==> src/hw/lcc_pkg.sv <==
/*
 * lcc_pkg: register map, field layouts, reset values and timing counts
 * shared by the logic cell group and its cells.
 * Assumes a 32-bit Avalon-MM slave with byte addresses, one word per
 * register.
 */
package lcc_pkg;

	// ==========================================================
	// geometry and timing
	localparam int LCC_CELLS = 8; // cells in one group
	localparam int LCC_ROW_GROUPS = 36; // groups in one row
	localparam int LCC_LAST_BEFORE_MEM = 18; // last group left of memory
	localparam int LCC_GROUP_INDEX = 1; // this group, counted from 1
	localparam int LCC_TICK_DIV = 4; // core cycles per free-running tick
	localparam int LCC_ADDR_W = 8;

	// ==========================================================
	// register map, byte offsets
	localparam logic [7:0] LCC_OFF_CTRL = 8'h00;
	localparam logic [7:0] LCC_OFF_DATA = 8'h04;
	localparam logic [7:0] LCC_OFF_OE = 8'h08;
	localparam logic [7:0] LCC_OFF_STATUS = 8'h0c;
	localparam logic [7:0] LCC_OFF_CFG0 = 8'h40; // one word per cell

	// ==========================================================
	// cell operating modes and clear/preset modes
	typedef enum logic [1:0] {
		LCC_NORMAL,
		LCC_ARITH,
		LCC_UPDOWN,
		LCC_CLRCNT
	} lcc_mode_t;

	typedef enum logic [2:0] {
		LCC_CP_CLR,
		LCC_CP_PRE,
		LCC_CP_CLR_PRE,
		LCC_CP_LOAD_CLR,
		LCC_CP_LOAD_PRE,
		LCC_CP_LOAD
	} lcc_cpmode_t;

	// per-cell configuration word, bit 0 upward from the right
	typedef struct packed {
		logic swap_out; // packed: register drives local output
		logic out_reg; // unpacked: register drives both outputs
		logic ce_from_d1; // clock enable taken from enable_data_input
		logic cascade_or; // cascade joins by or instead of and
		logic carry_to_lut; // carry-in replaces load_data_input at lut
		logic packed_reg; // register fed by direct_register_input
		lcc_cpmode_t cp_mode;
		lcc_mode_t mode;
		logic [15:0] lut_mask;
	} lcc_cfg_t;

	// control word; step is a write-only strobe
	typedef struct packed {
		logic preset_on_reset; // chip reset presets preset-capable cells
		logic reset_en; // chip-wide reset pin in use
		logic run; // free-running tick from the divider
		logic step; // one tick per write of one
	} lcc_ctrl_t;

	// status word, read only
	typedef struct packed {
		logic link_ok; // chains continue into next_group
		logic [7:0] next_group;
		logic tri_bus;
		logic cascade_last;
		logic carry_last; // final carry-out, general-purpose
		logic [7:0] comb;
		logic [7:0] q;
	} lcc_status_t;

	localparam lcc_cfg_t LCC_CFG_RESET = '0;
	localparam lcc_ctrl_t LCC_CTRL_RESET = '0;
	localparam logic [31:0] LCC_DATA_RESET = 32'h0000_0000;
	localparam logic [7:0] LCC_OE_RESET = 8'h00;

	// byte-lane merge for register writes
	function automatic logic [31:0] lcc_merge(
		input logic [31:0] old_w,
		input logic [31:0] new_w,
		input logic [3:0] be
	);
		logic [31:0] res;
		res = old_w;
		for (int b = 0; b < 4; b++) begin
			if (be[b]) begin
				res[8*b +: 8] = new_w[8*b +: 8];
			end
		end
		return res;
	endfunction : lcc_merge

endpackage : lcc_pkg

==> src/hw/lcc_cell.sv <==
/*
 * lcc_cell: one logic cell with lut, register, carry and cascade links.
 * Assumes a single core clock; the cell register takes reg_d only on tick, overrides act in any cycle,
 * and the group controls come from logic on the same clock.
 */
`timescale 1ns/10ps
module lcc_cell (
	// clock, reset and register tick
	input wire logic clk,
	input wire logic rst,
	input wire logic tick,
	// configuration
	input wire lcc_pkg::lcc_cfg_t cfg,
	// data and chain inputs
	input wire logic [3:0] data,
	input wire logic carry_in,
	input wire logic cascade_in,
	// group controls and chip-wide reset, asserted high
	input wire logic ctl_a,
	input wire logic ctl_b,
	input wire logic chip_rst,
	input wire logic preset_on_reset,
	// chain and cell outputs
	output logic carry_out,
	output logic cascade_out,
	output logic comb_out,
	output logic q,
	output logic local_out,
	output logic row_out
);
	import lcc_pkg::*;

	// ==========================================================
	// lut datapath
	logic q_ff;
	logic nxt_q;
	wire is_norm = (cfg.mode == LCC_NORMAL);
	wire is_cnt = (cfg.mode == LCC_UPDOWN) || (cfg.mode == LCC_CLRCNT);
	// third lut input: carry-in or load_data_input
	wire lut_c = cfg.carry_to_lut ? carry_in : data[2];
	wire [3:0] idx4 = {data[3], lut_c, data[1], data[0]};
	// counters feed back the register; up/down adds direction
	wire dir = (cfg.mode == LCC_UPDOWN) ? data[1] : 1'b0;
	wire [2:0] idx3 = is_cnt ? {carry_in, q_ff, dir}
		: {carry_in, data[1], data[0]};
	wire lut3_lo = cfg.lut_mask[idx3];
	wire lut3_hi = cfg.lut_mask[4'(8 + idx3)];
	wire lut4 = cfg.lut_mask[idx4];
	// synchronous load mux; clearable counter ands in cascade clear
	wire load_mux = data[3] ? data[2] : lut3_lo;
	wire cnt_d = (cfg.mode == LCC_CLRCNT) ? (load_mux & cascade_in)
		: load_mux;
	assign comb_out = is_norm ? lut4 : lut3_lo;
	// in normal mode carry passes on to the next cell as well as into the lut
	assign carry_out = is_norm ? carry_in : lut3_hi;
	// packed registers and counters stay off the cascade chain
	wire cas_join = cfg.cascade_or ? (comb_out | cascade_in)
		: (comb_out & cascade_in);
	assign cascade_out = (cfg.packed_reg || is_cnt) ? cascade_in
		: cas_join;

	// ==========================================================
	// clear, preset and load controls, clear and preset active low inside
	logic clear_low;
	logic preset_low;
	logic load_on;
	always_comb begin
		clear_low = 1'b1; // unused clear and preset held high, load held low
		preset_low = 1'b1;
		load_on = 1'b0;
		case (cfg.cp_mode)
			LCC_CP_CLR: clear_low = ~(ctl_a | ctl_b);
			LCC_CP_PRE: preset_low = ~ctl_a;
			LCC_CP_CLR_PRE: begin
				preset_low = ~ctl_a;
				clear_low = ~ctl_b;
			end
			LCC_CP_LOAD_CLR: begin
				load_on = ctl_a;
				clear_low = ~ctl_b;
			end
			LCC_CP_LOAD_PRE: begin
				load_on = ctl_a;
				preset_low = ~ctl_b;
			end
			LCC_CP_LOAD: load_on = ctl_a;
			default: clear_low = 1'b1;
		endcase
	end

	// ==========================================================
	// register next value: reset, then overrides, then enabled tick
	wire pre_cap = (cfg.cp_mode == LCC_CP_PRE)
		|| (cfg.cp_mode == LCC_CP_CLR_PRE)
		|| (cfg.cp_mode == LCC_CP_LOAD_PRE);
	wire ce = cfg.ce_from_d1 ? data[0] : 1'b1;
	wire reg_d = cfg.packed_reg ? data[3]
		: (is_cnt ? cnt_d : comb_out);
	always_comb begin
		if (chip_rst) begin
			nxt_q = preset_on_reset & pre_cap;
		end else if (!clear_low) begin
			nxt_q = 1'b0;
		end else if (!preset_low) begin
			nxt_q = 1'b1;
		end else if (load_on) begin
			nxt_q = data[2];
		end else if (tick && ce) begin
			nxt_q = reg_d;
		end else begin
			nxt_q = q_ff;
		end
	end

	// overrides act every cycle, not only on tick, so they need no lut
	always_ff @(posedge clk or posedge rst) begin
		if (rst) begin
			q_ff <= 1'b0;
		end else begin
			q_ff <= nxt_q;
		end
	end

	// ==========================================================
	// output steering
	assign q = q_ff;
	assign local_out = cfg.packed_reg ? (cfg.swap_out ? q_ff : comb_out)
		: (cfg.out_reg ? q_ff : comb_out);
	assign row_out = cfg.packed_reg ? (cfg.swap_out ? comb_out : q_ff)
		: (cfg.out_reg ? q_ff : comb_out);

endmodule : lcc_cell

==> src/hw/lcc_group.sv <==
/*
 * lcc_group: a group of logic cells joined by carry and cascade chains,
 * with an Avalon-MM register slave, a chip-reset synchroniser, a tick
 * divider and an emulated internal tri-state bus.
 * Assumes neighbouring groups and group controls run on CORE_CLK; only
 * the chip-wide reset pin arrives from outside that domain.
 */
// The Avalon-MM register port and the address map are this design's own decisions.
`timescale 1ns/10ps

// Summary of operation
// - carry-in feeds the cell lut and the next carry stage.
// - carry chains beyond eight cells skip to group index plus two.
// - chains stop at the memory block mid-row, restart beyond it.
// - n-bit adder uses n cells; last carry is a plain signal.
// - cascade joins lut outputs by and, or by or via inversion.
// - each cascaded cell adds four inputs to the function.
// - cascade beyond eight cells skips alternate groups, not mid-row.
// - four cell modes: normal, arithmetic, up/down, clearable counter.
// - seven logic inputs plus clock, clear and preset per cell.
// - register clock enable in every mode, may come from data one.
// - normal mode lut takes carry-in or load data input.
// - normal lut joins cascade; register or lut drives both outputs.
// - packed register takes direct input, own outputs, no cascade.
// - arithmetic: two three-input luts, sum and carry, cascade usable.
// - up/down counter: direction, enable, load mux, two luts.
// - up/down counter may load through clear and preset controls.
// - clearable counter ands the load mux with a cascade-path clear.
// - tri-state emulation: contention reads low, no driver reads high.
// - either group control clears, or control a loads data three.
// - clear and preset are active low, unused ones held high.
// - six clear/preset modes selectable per cell.
// - chip-wide reset overrides all; may preset preset-capable cells.
// - clear-and-preset: control a presets, control b clears.
// - preset-only: control a loads a one.
module lcc_group #(
	parameter int CELLS = lcc_pkg::LCC_CELLS,
	parameter int GROUP_INDEX = lcc_pkg::LCC_GROUP_INDEX,
	parameter int ROW_GROUPS = lcc_pkg::LCC_ROW_GROUPS,
	parameter int LAST_BEFORE_MEM = lcc_pkg::LCC_LAST_BEFORE_MEM,
	parameter int TICK_DIV = lcc_pkg::LCC_TICK_DIV
) (
	// clock and reset
	input wire logic CORE_CLK,
	input wire logic RESET,
	// avalon-mm register slave
	input wire logic [lcc_pkg::LCC_ADDR_W-1:0] AVS_ADDRESS,
	input wire logic AVS_READ,
	input wire logic AVS_WRITE,
	input wire logic [31:0] AVS_WRITEDATA,
	input wire logic [3:0] AVS_BYTEENABLE,
	output logic [31:0] AVS_READDATA,
	output logic AVS_WAITREQUEST,
	// chains from the lower-order group
	input wire logic CARRY_IN,
	input wire logic CASCADE_IN,
	// group control lines, asserted high
	input wire logic GROUP_CONTROL_A,
	input wire logic GROUP_CONTROL_B,
	// chip-wide reset pin
	input wire logic CHIP_RESET_N,
	// chains to the higher-order group
	output logic CARRY_OUT,
	output logic CASCADE_OUT,
	// cell outputs and emulated bus
	output logic [CELLS-1:0] LOCAL_OUT,
	output logic [CELLS-1:0] ROW_OUT,
	output logic TRI_BUS
);
	import lcc_pkg::*;

	// ==========================================================
	// elaboration checks
	generate
		if (CELLS < 1 || CELLS > 8) begin : g_bad_cells
			$error("cells per group must be 1 to 8");
		end
		if (TICK_DIV < 1 || TICK_DIV > 65535) begin : g_bad_div
			$error("tick divider out of range");
		end
		if (GROUP_INDEX < 1 || GROUP_INDEX > ROW_GROUPS) begin : g_bad_idx
			$error("group index outside the row");
		end
		if (LAST_BEFORE_MEM >= ROW_GROUPS) begin : g_bad_mem
			$error("memory block must sit inside the row");
		end
	endgenerate

	// ==========================================================
	// declarations
	lcc_ctrl_t ctrl_ff;
	lcc_cfg_t cfg_ff [CELLS];
	logic [4*CELLS-1:0] data_ff;
	logic [CELLS-1:0] oe_ff;
	logic ack_ff;
	logic [31:0] rd_word;
	logic [31:0] AVS_READDATA_ff;
	logic pin_s1_ff;
	logic pin_s2_ff;
	logic pin_s3_ff;
	logic chip_rst_ff;
	logic [15:0] div_ff;
	logic [15:0] nxt_div;
	logic [CELLS:0] carry_c;
	logic [CELLS:0] cas_c;
	logic [CELLS-1:0] q_vec;
	logic [CELLS-1:0] comb_vec;
	lcc_status_t status;

	// ==========================================================
	// chip-wide reset pin: three flops, accepted when two agree
	always_ff @(posedge CORE_CLK or posedge RESET) begin
		if (RESET) begin
			pin_s1_ff <= 1'b1;
			pin_s2_ff <= 1'b1;
			pin_s3_ff <= 1'b1;
			chip_rst_ff <= 1'b0;
		end else begin
			pin_s1_ff <= CHIP_RESET_N;
			pin_s2_ff <= pin_s1_ff;
			pin_s3_ff <= pin_s2_ff;
			if (pin_s2_ff == pin_s3_ff) begin
				chip_rst_ff <= ~pin_s3_ff;
			end
		end
	end

	// reset is optional, switched in from the control word
	wire chip_rst = chip_rst_ff & ctrl_ff.reset_en;

	// ==========================================================
	// avalon slave handshake: one wait cycle for every access
	wire bus_req = AVS_READ | AVS_WRITE;
	wire wr_en = AVS_WRITE & ack_ff;
	wire rd_take = AVS_READ & ~ack_ff;
	assign AVS_WAITREQUEST = bus_req & ~ack_ff;
	assign AVS_READDATA = AVS_READDATA_ff;

	// ack pulses once per request, so back-to-back requests each wait
	always_ff @(posedge CORE_CLK or posedge RESET) begin
		if (RESET) begin
			ack_ff <= 1'b0;
		end else begin
			ack_ff <= bus_req & ~ack_ff;
		end
	end

	// read data captured early so it stands for the whole answer cycle
	always_ff @(posedge CORE_CLK or posedge RESET) begin
		if (RESET) begin
			AVS_READDATA_ff <= 32'h0000_0000;
		end else if (rd_take) begin
			AVS_READDATA_ff <= rd_word;
		end
	end

	// ==========================================================
	// address decode
	wire hit_ctrl = (AVS_ADDRESS == LCC_OFF_CTRL);
	wire hit_data = (AVS_ADDRESS == LCC_OFF_DATA);
	wire hit_oe = (AVS_ADDRESS == LCC_OFF_OE);
	wire hit_stat = (AVS_ADDRESS == LCC_OFF_STATUS);
	wire [2:0] cfg_idx = AVS_ADDRESS[4:2];
	wire hit_cfg = (AVS_ADDRESS[7:5] == LCC_OFF_CFG0[7:5])
		&& (AVS_ADDRESS[1:0] == 2'h0)
		&& (int'(cfg_idx) < CELLS);

	// merged write words, byte lanes applied
	wire [31:0] ctrl_new = lcc_merge(32'(ctrl_ff), AVS_WRITEDATA,
		AVS_BYTEENABLE);
	wire [31:0] data_new = lcc_merge(32'(data_ff), AVS_WRITEDATA,
		AVS_BYTEENABLE);
	wire [31:0] oe_new = lcc_merge(32'(oe_ff), AVS_WRITEDATA,
		AVS_BYTEENABLE);
	wire [31:0] cfg_new = lcc_merge(32'(cfg_ff[cfg_idx]), AVS_WRITEDATA,
		AVS_BYTEENABLE);
	wire step_pulse = wr_en & hit_ctrl & ctrl_new[0];

	// ==========================================================
	// software registers; unmapped writes fall through unused
	always_ff @(posedge CORE_CLK or posedge RESET) begin
		if (RESET) begin
			ctrl_ff <= LCC_CTRL_RESET;
			data_ff <= LCC_DATA_RESET[4*CELLS-1:0];
			oe_ff <= LCC_OE_RESET[CELLS-1:0];
		end else if (wr_en) begin
			if (hit_ctrl) begin
				// step is a strobe and is never stored
				ctrl_ff <= lcc_ctrl_t'({ctrl_new[3:1], 1'b0});
			end else if (hit_data) begin
				data_ff <= data_new[4*CELLS-1:0];
			end else if (hit_oe) begin
				oe_ff <= oe_new[CELLS-1:0];
			end
		end
	end

	// per-cell configuration words, one flop bank indexed by cell
	always_ff @(posedge CORE_CLK or posedge RESET) begin
		if (RESET) begin
			for (int i = 0; i < CELLS; i++) begin
				cfg_ff[i] <= LCC_CFG_RESET;
			end
		end else if (wr_en && hit_cfg) begin
			cfg_ff[cfg_idx] <= lcc_cfg_t'(cfg_new[26:0]);
		end
	end

	// ==========================================================
	// read mux; unmapped addresses read zero
	always_comb begin
		if (hit_ctrl) begin
			rd_word = 32'(ctrl_ff);
		end else if (hit_data) begin
			rd_word = 32'(data_ff);
		end else if (hit_oe) begin
			rd_word = 32'(oe_ff);
		end else if (hit_stat) begin
			rd_word = 32'(status);
		end else if (hit_cfg) begin
			rd_word = 32'(cfg_ff[cfg_idx]);
		end else begin
			rd_word = 32'h0000_0000;
		end
	end

	// ==========================================================
	// register tick: software step or divided free-running enable
	wire div_wrap = (div_ff == 16'(TICK_DIV - 1));
	assign nxt_div = (!ctrl_ff.run || div_wrap) ? 16'h0000
		: 16'(div_ff + 16'h0001);

	always_ff @(posedge CORE_CLK or posedge RESET) begin
		if (RESET) begin
			div_ff <= 16'h0000;
		end else begin
			div_ff <= nxt_div;
		end
	end

	// the divider keeps the cell clock one enable, never a second clock
	wire tick = step_pulse | (ctrl_ff.run & div_wrap);

	// ==========================================================
	// chain link to the next group of the same parity, never past
	// the memory block in the middle of the row
	localparam int NEXT_GROUP = GROUP_INDEX + 2;
	localparam bit LINK_OK = (NEXT_GROUP <= ROW_GROUPS)
		&& ((GROUP_INDEX <= LAST_BEFORE_MEM)
		== (NEXT_GROUP <= LAST_BEFORE_MEM));

	assign carry_c[0] = CARRY_IN;
	assign cas_c[0] = CASCADE_IN;
	// a stopped chain hands on neutral values: no carry, and-identity
	assign CARRY_OUT = LINK_OK ? carry_c[CELLS] : 1'b0;
	assign CASCADE_OUT = LINK_OK ? cas_c[CELLS] : 1'b1;

	// ==========================================================
	// the cells, each taking four data bits and the chains
	generate
		for (genvar i = 0; i < CELLS; i++) begin : g_cell
			lcc_cell u_cell (
				.clk(CORE_CLK),
				.rst(RESET),
				.tick(tick),
				.cfg(cfg_ff[i]),
				.data(data_ff[4*i +: 4]),
				.carry_in(carry_c[i]),
				.cascade_in(cas_c[i]),
				.ctl_a(GROUP_CONTROL_A),
				.ctl_b(GROUP_CONTROL_B),
				.chip_rst(chip_rst),
				.preset_on_reset(ctrl_ff.preset_on_reset),
				.carry_out(carry_c[i+1]),
				.cascade_out(cas_c[i+1]),
				.comb_out(comb_vec[i]),
				.q(q_vec[i]),
				.local_out(LOCAL_OUT[i]),
				.row_out(ROW_OUT[i])
			);
		end
	endgenerate

	// ==========================================================
	// emulated tri-state bus over the local outputs
	wire tri_none = ~|oe_ff;
	wire tri_multi = |(oe_ff & (oe_ff - CELLS'(1)));
	wire tri_val = |(oe_ff & LOCAL_OUT);
	// a mux cannot float or fight, so those cases get fixed levels
	assign TRI_BUS = tri_none ? 1'b1
		: (tri_multi ? 1'b0 : tri_val);

	// ==========================================================
	// status word
	assign status.link_ok = LINK_OK;
	assign status.next_group = LINK_OK ? 8'(NEXT_GROUP) : 8'h00;
	assign status.tri_bus = TRI_BUS;
	assign status.cascade_last = cas_c[CELLS];
	assign status.carry_last = carry_c[CELLS];
	assign status.comb = 8'(comb_vec);
	assign status.q = 8'(q_vec);

endmodule : lcc_group

==> config.mk <==
export PLATFORM = sky130hd
export DESIGN_NAME = lcc_group
export DESIGN_NICKNAME = d
export VERILOG_FILES = /design/src/hw/lcc_pkg.sv /design/src/hw/lcc_cell.sv /design/src/hw/lcc_group.sv
export SDC_FILE = /design/constraint.sdc
export NUM_CORES = 1
export LEC_CHECK = 0
export BUFFER_PORTS_ARGS = -buffer_cell sky130_fd_sc_hd__buf_2
export CELL_PAD_IN_SITES_DETAIL_PLACEMENT = 1
export CELL_PAD_IN_SITES_GLOBAL_PLACEMENT = 1
export CORE_MARGIN = 2
export CORE_UTILIZATION = 50
export CTS_CLUSTER_DIAMETER = 60
export DETAILED_ROUTE_END_ITERATION = 7
export PLACE_DENSITY_LB_ADDON = 0.2
export SLEW_MARGIN = 30
export SYNTH_ARGS = -nofsm -noshare
export SYNTH_HDL_FRONTEND = slang
export SYNTH_SLANG_ARGS = --single-unit
==> constraint.sdc <==
create_clock -name CORE_CLK -period 23.9 [get_ports CORE_CLK]
set_input_delay 2.39 -clock CORE_CLK [delete_from_list [all_inputs] [get_ports CORE_CLK]]
set_output_delay 2.39 -clock CORE_CLK [all_outputs]
set_load 0.005 [all_outputs]
==> impl_results.md <==
- Boundary pin count: 105
- Netlist area before placement: 0.0200 mm²
- Clock Latency Late Sink: ~570 ps
- Placement Rows: 73
- Post-synth cell types: around 90
- Final hold vios: 0
- Slew of the pin with the lowest slew margin: 1040 ps
- Worst-path cell with the longest stage delay: or4_1
- Leakage dissipation: between 9 and 10 nW
- Class of the most critical setup path: in -> out
- Final net count: about 1900
- Synth area leader: dfrtp_1
- Number of pins exceeding their max-slew limit in the final report: 0
- Die Span Y: a little over 200 µm
- Setup TNS: 0 ps
- Synthesized netlist cell count: roughly 1800
- DRC violations left: 0
- Setup Buffers After CTS: 0
- Critical-path maximum fanout: 7
- Gpl congestion: roughly 0.99
- Overall track demand over capacity in global routing: a little over a third
- Flops & latches, synth: 320
- Detailed-router iteration count before antenna repair: 5
- Final HPWL DP: 53300 µm
- Max Clk Rate: 117 MHz
- Slew HR: between 20% and 30%
- Number of global-route vias before repair: 17000
- Largest net degree at the start of global routing: approximately 110
- Ratio of cells with drive above 1 in the final layout: approximately a third
- H-tree Lvls: 2
- Longest individual stage delay on the worst path: around 540 ps
- TritonCTS buffer count: 40
- Synthesized area per cell: 11.0 µm²
- Dominant delay contributor by cell family on the critical path: compound AO/OA/AOI/OAI gates
- Number of clock sinks seen by CTS: 320
- Root buf cell: clkbuf_16
- Post-layout util: between 50% and 60%
- Count of vias placed by the detailed router: around 16000
- Worst EP arrival: a little over 6000 ps
- Post-route ant nets: 0
- Initial antenna violation count: 1
- Switch share: 26.2%
- Routed length per instance: roughly 31 µm
- Initial Util: roughly 51%
- Syn. warnings: 0
- Required time of the worst setup path: 21510 ps
- Post-Route Skew: between 20 and 25 ps
- Routed wire length: approximately 74000 µm
- Most frequently used cell type in the post-synthesis netlist: dfrtp_1
- Synthesis-to-finish area growth: 10.8%
- Proportion of synthesized flip-flops having asynchronous set or reset: 100%
- Clock tree buffer depth: 3
- Resized Gates After CTS: 0
- Wire length of the first global-routing pass: approximately 110000 µm
- Final setup violation count: 0
- Final worst path period share: a little over a third
- Clock network power share: between 40% and 50%
- CP Cell Sequence: buf_2 -> inv_1 -> a211oi_2 -> or3_4 -> a21oi_4 -> or4_1 -> and4b_4 -> mux2_4 -> a211o_1 -> nor3b_1 -> a211oi_1 -> nor2_1 -> o31ai_1 -> nor2_1 -> buf_2
- DIE AREA: between 0.04 and 0.05 mm²
- Startpoint class of the critical path: input pin
- Yosys top cell area share: between 30 and 40%
- Most instantiated cells after synthesis: dfrtp_1 (317), mux2_2 (287), nand2_1 (154)
- Detailed Route Iter0 Violations: 1688
- Count of buffering cells on the critical path with inverters included: 3
- Number of buffer cells added on primary ports: 104
- Internal cell power: ~980 µW
- Run status: finished clean
- Number of flops mapped to enable cells by yosys: 0
- Synthesized Nets: ~1900
- Nature of the critical path endpoint: primary output
- Total of fill cells in the finished design: a little over 4000
- Worst vdd ir: 0.0661 mV
- Hold_buf cts: 0
- Setup repair after global routing missed its margin: no
- Routed via count divided by cell count: roughly 6.8
- Post-synthesis sequential area ratio: about two fifths
- Sequential cell fraction of total power: around 43%
- Core Box Area: 0.0395 mm²
- PD cells: between 50 and 60 mW/mm²
- Switching power of the nets: roughly 350 µW
- Final worst path period need: ~8600 ps
- Clock slew at reported path FFs: 50 ps
- Die Wd: slightly above 200 µm
- Main synth FF type: dfrtp_1
- Max Cap Violations: 0
- Path class of the lowest-slack min-delay path: reg -> reg
- Fraction of power consumed by combinational cells: under 10%
- Sum of overflow across all layers after global routing: 0
- CTS tree: yes
- Cell types occupying the most area after synthesis: dfrtp_1 (40%), mux2_2 (16%), mux4_2 (12%)
## logic make-up after synthesis
| logic type | after synthesis | synth area share [%] |
|---|---|---|
| buffers and inverters | 194 | 4.09 |
| xor gates and xnor gates | 20 | 0.877 |
| muxes | 468 | 32.1 |
| and+or+nand+nor | 441 | 10.6 |
| adders and majority gates | 2 | 0.113 |
| DFF | 320 | 40.1 |
| AOI/OAI and AO/OA | 374 | 12.1 |
## per-layer routing
metal / global-route usage [%] / wire [µm] / up-vias
met4: 15.8 / 3100 / 0
met3: 5.74 / 5580 / 165
met1: 48.7 / 30200 / 8551
met5: 0 / 0 / -
met2: 57.7 / 34700 / 735
li1: - / - / 6836
## sequential cells by signal (all words and copies together), names as in the netlist
| signal | flops |
|---|---|
| AVS_READDATA | 32 |
| ack_ff | 1 |
| cfg_ff | 216 |
| chip_rst_ff | 1 |
| ctrl_ff | 3 |
| data_ff | 32 |
| div_ff | 16 |
| g_cell.u_cell.q | 8 |
| oe_ff | 8 |
| pin_s1_ff | 1 |
| pin_s2_ff | 1 |
| pin_s3_ff | 1 |
## worst paths after layout
path | startpoint | to | slack (ps) | cells past startpoint
max reg2reg | data_ff[4] | AVS_READDATA[17] | 18770 | 15
min | pin_s1_ff | pin_s2_ff | 350 | 0
max | CARRY_IN | CASCADE_OUT | 15320 | 15
min reg2reg | pin_s1_ff | pin_s2_ff | 350 | 0
min in group asynchronous | RESET | cfg_ff[154] | 1940 | 2
max in group asynchronous | RESET | cfg_ff[135] | 20370 | 3
## stage by stage
step	std cells	setup WS, ps	area (µm²)	total power [mW]	hold WS (ps)
2_1_floorplan	1819	12660	20000	0.646	345
3_3_place_gp	2333	15510	20800	0.689	348
3_5_place_dp	2333	15390	20800	0.693	352
4_1_cts	2405	15390	22100	1.33	356
5_1_grt	2405	15160	22100	1.36	361
6_report	2406	15320	22100	1.33	355
## power by group through the flow
stage                     registers [mW]  logic [mW]  clock network [mW]
after floorplan                    0.570      0.0759                   0
after global placement             0.581       0.108                   0
after detailed placement           0.582       0.111                   0
after CTS                          0.572       0.112               0.645
after global routing               0.574       0.121               0.664
final                              0.573       0.113               0.639
## area by class of cell
cell class	count	area (µm²)	area share (%)
Multi-Input combinational cell	1305	11200	50.6
Sequential cell	320	8010	36.2
Clock buffer	53	1120	5.06
Timing Repair Buffer	125	694	3.14
Tap cell	525	657	2.97
Clock inverter	19	234	1.06
Inverter	58	225	1.02
Antenna cell	1	2.50	0.0113
## cell usage in the layout (no fill, tap or decap), drive strengths merged, types with 9 or more instances in the layout
cell type	Yosys	layout
mux2	294	294
and2	9	9
mux2i	68	68
xor2	15	15
a211oi	14	14
a31oi	11	11
inv	57	58
nor2	110	110
o211ai	11	11
a21oi	90	90
o22ai	13	13
buf	49	125
nor3b	9	9
o21ai	126	126
clkbuf	87	53
nor2b	20	20
o31ai	9	9
nor3	22	22
nand2b	29	29
o21a	9	9
nand3	30	30
mux4	106	106
nand2	154	154
a22oi	9	9
and3	15	15
clkinv	1	13
dfrtp	317	317
Power figures use the tool's default switching activity.
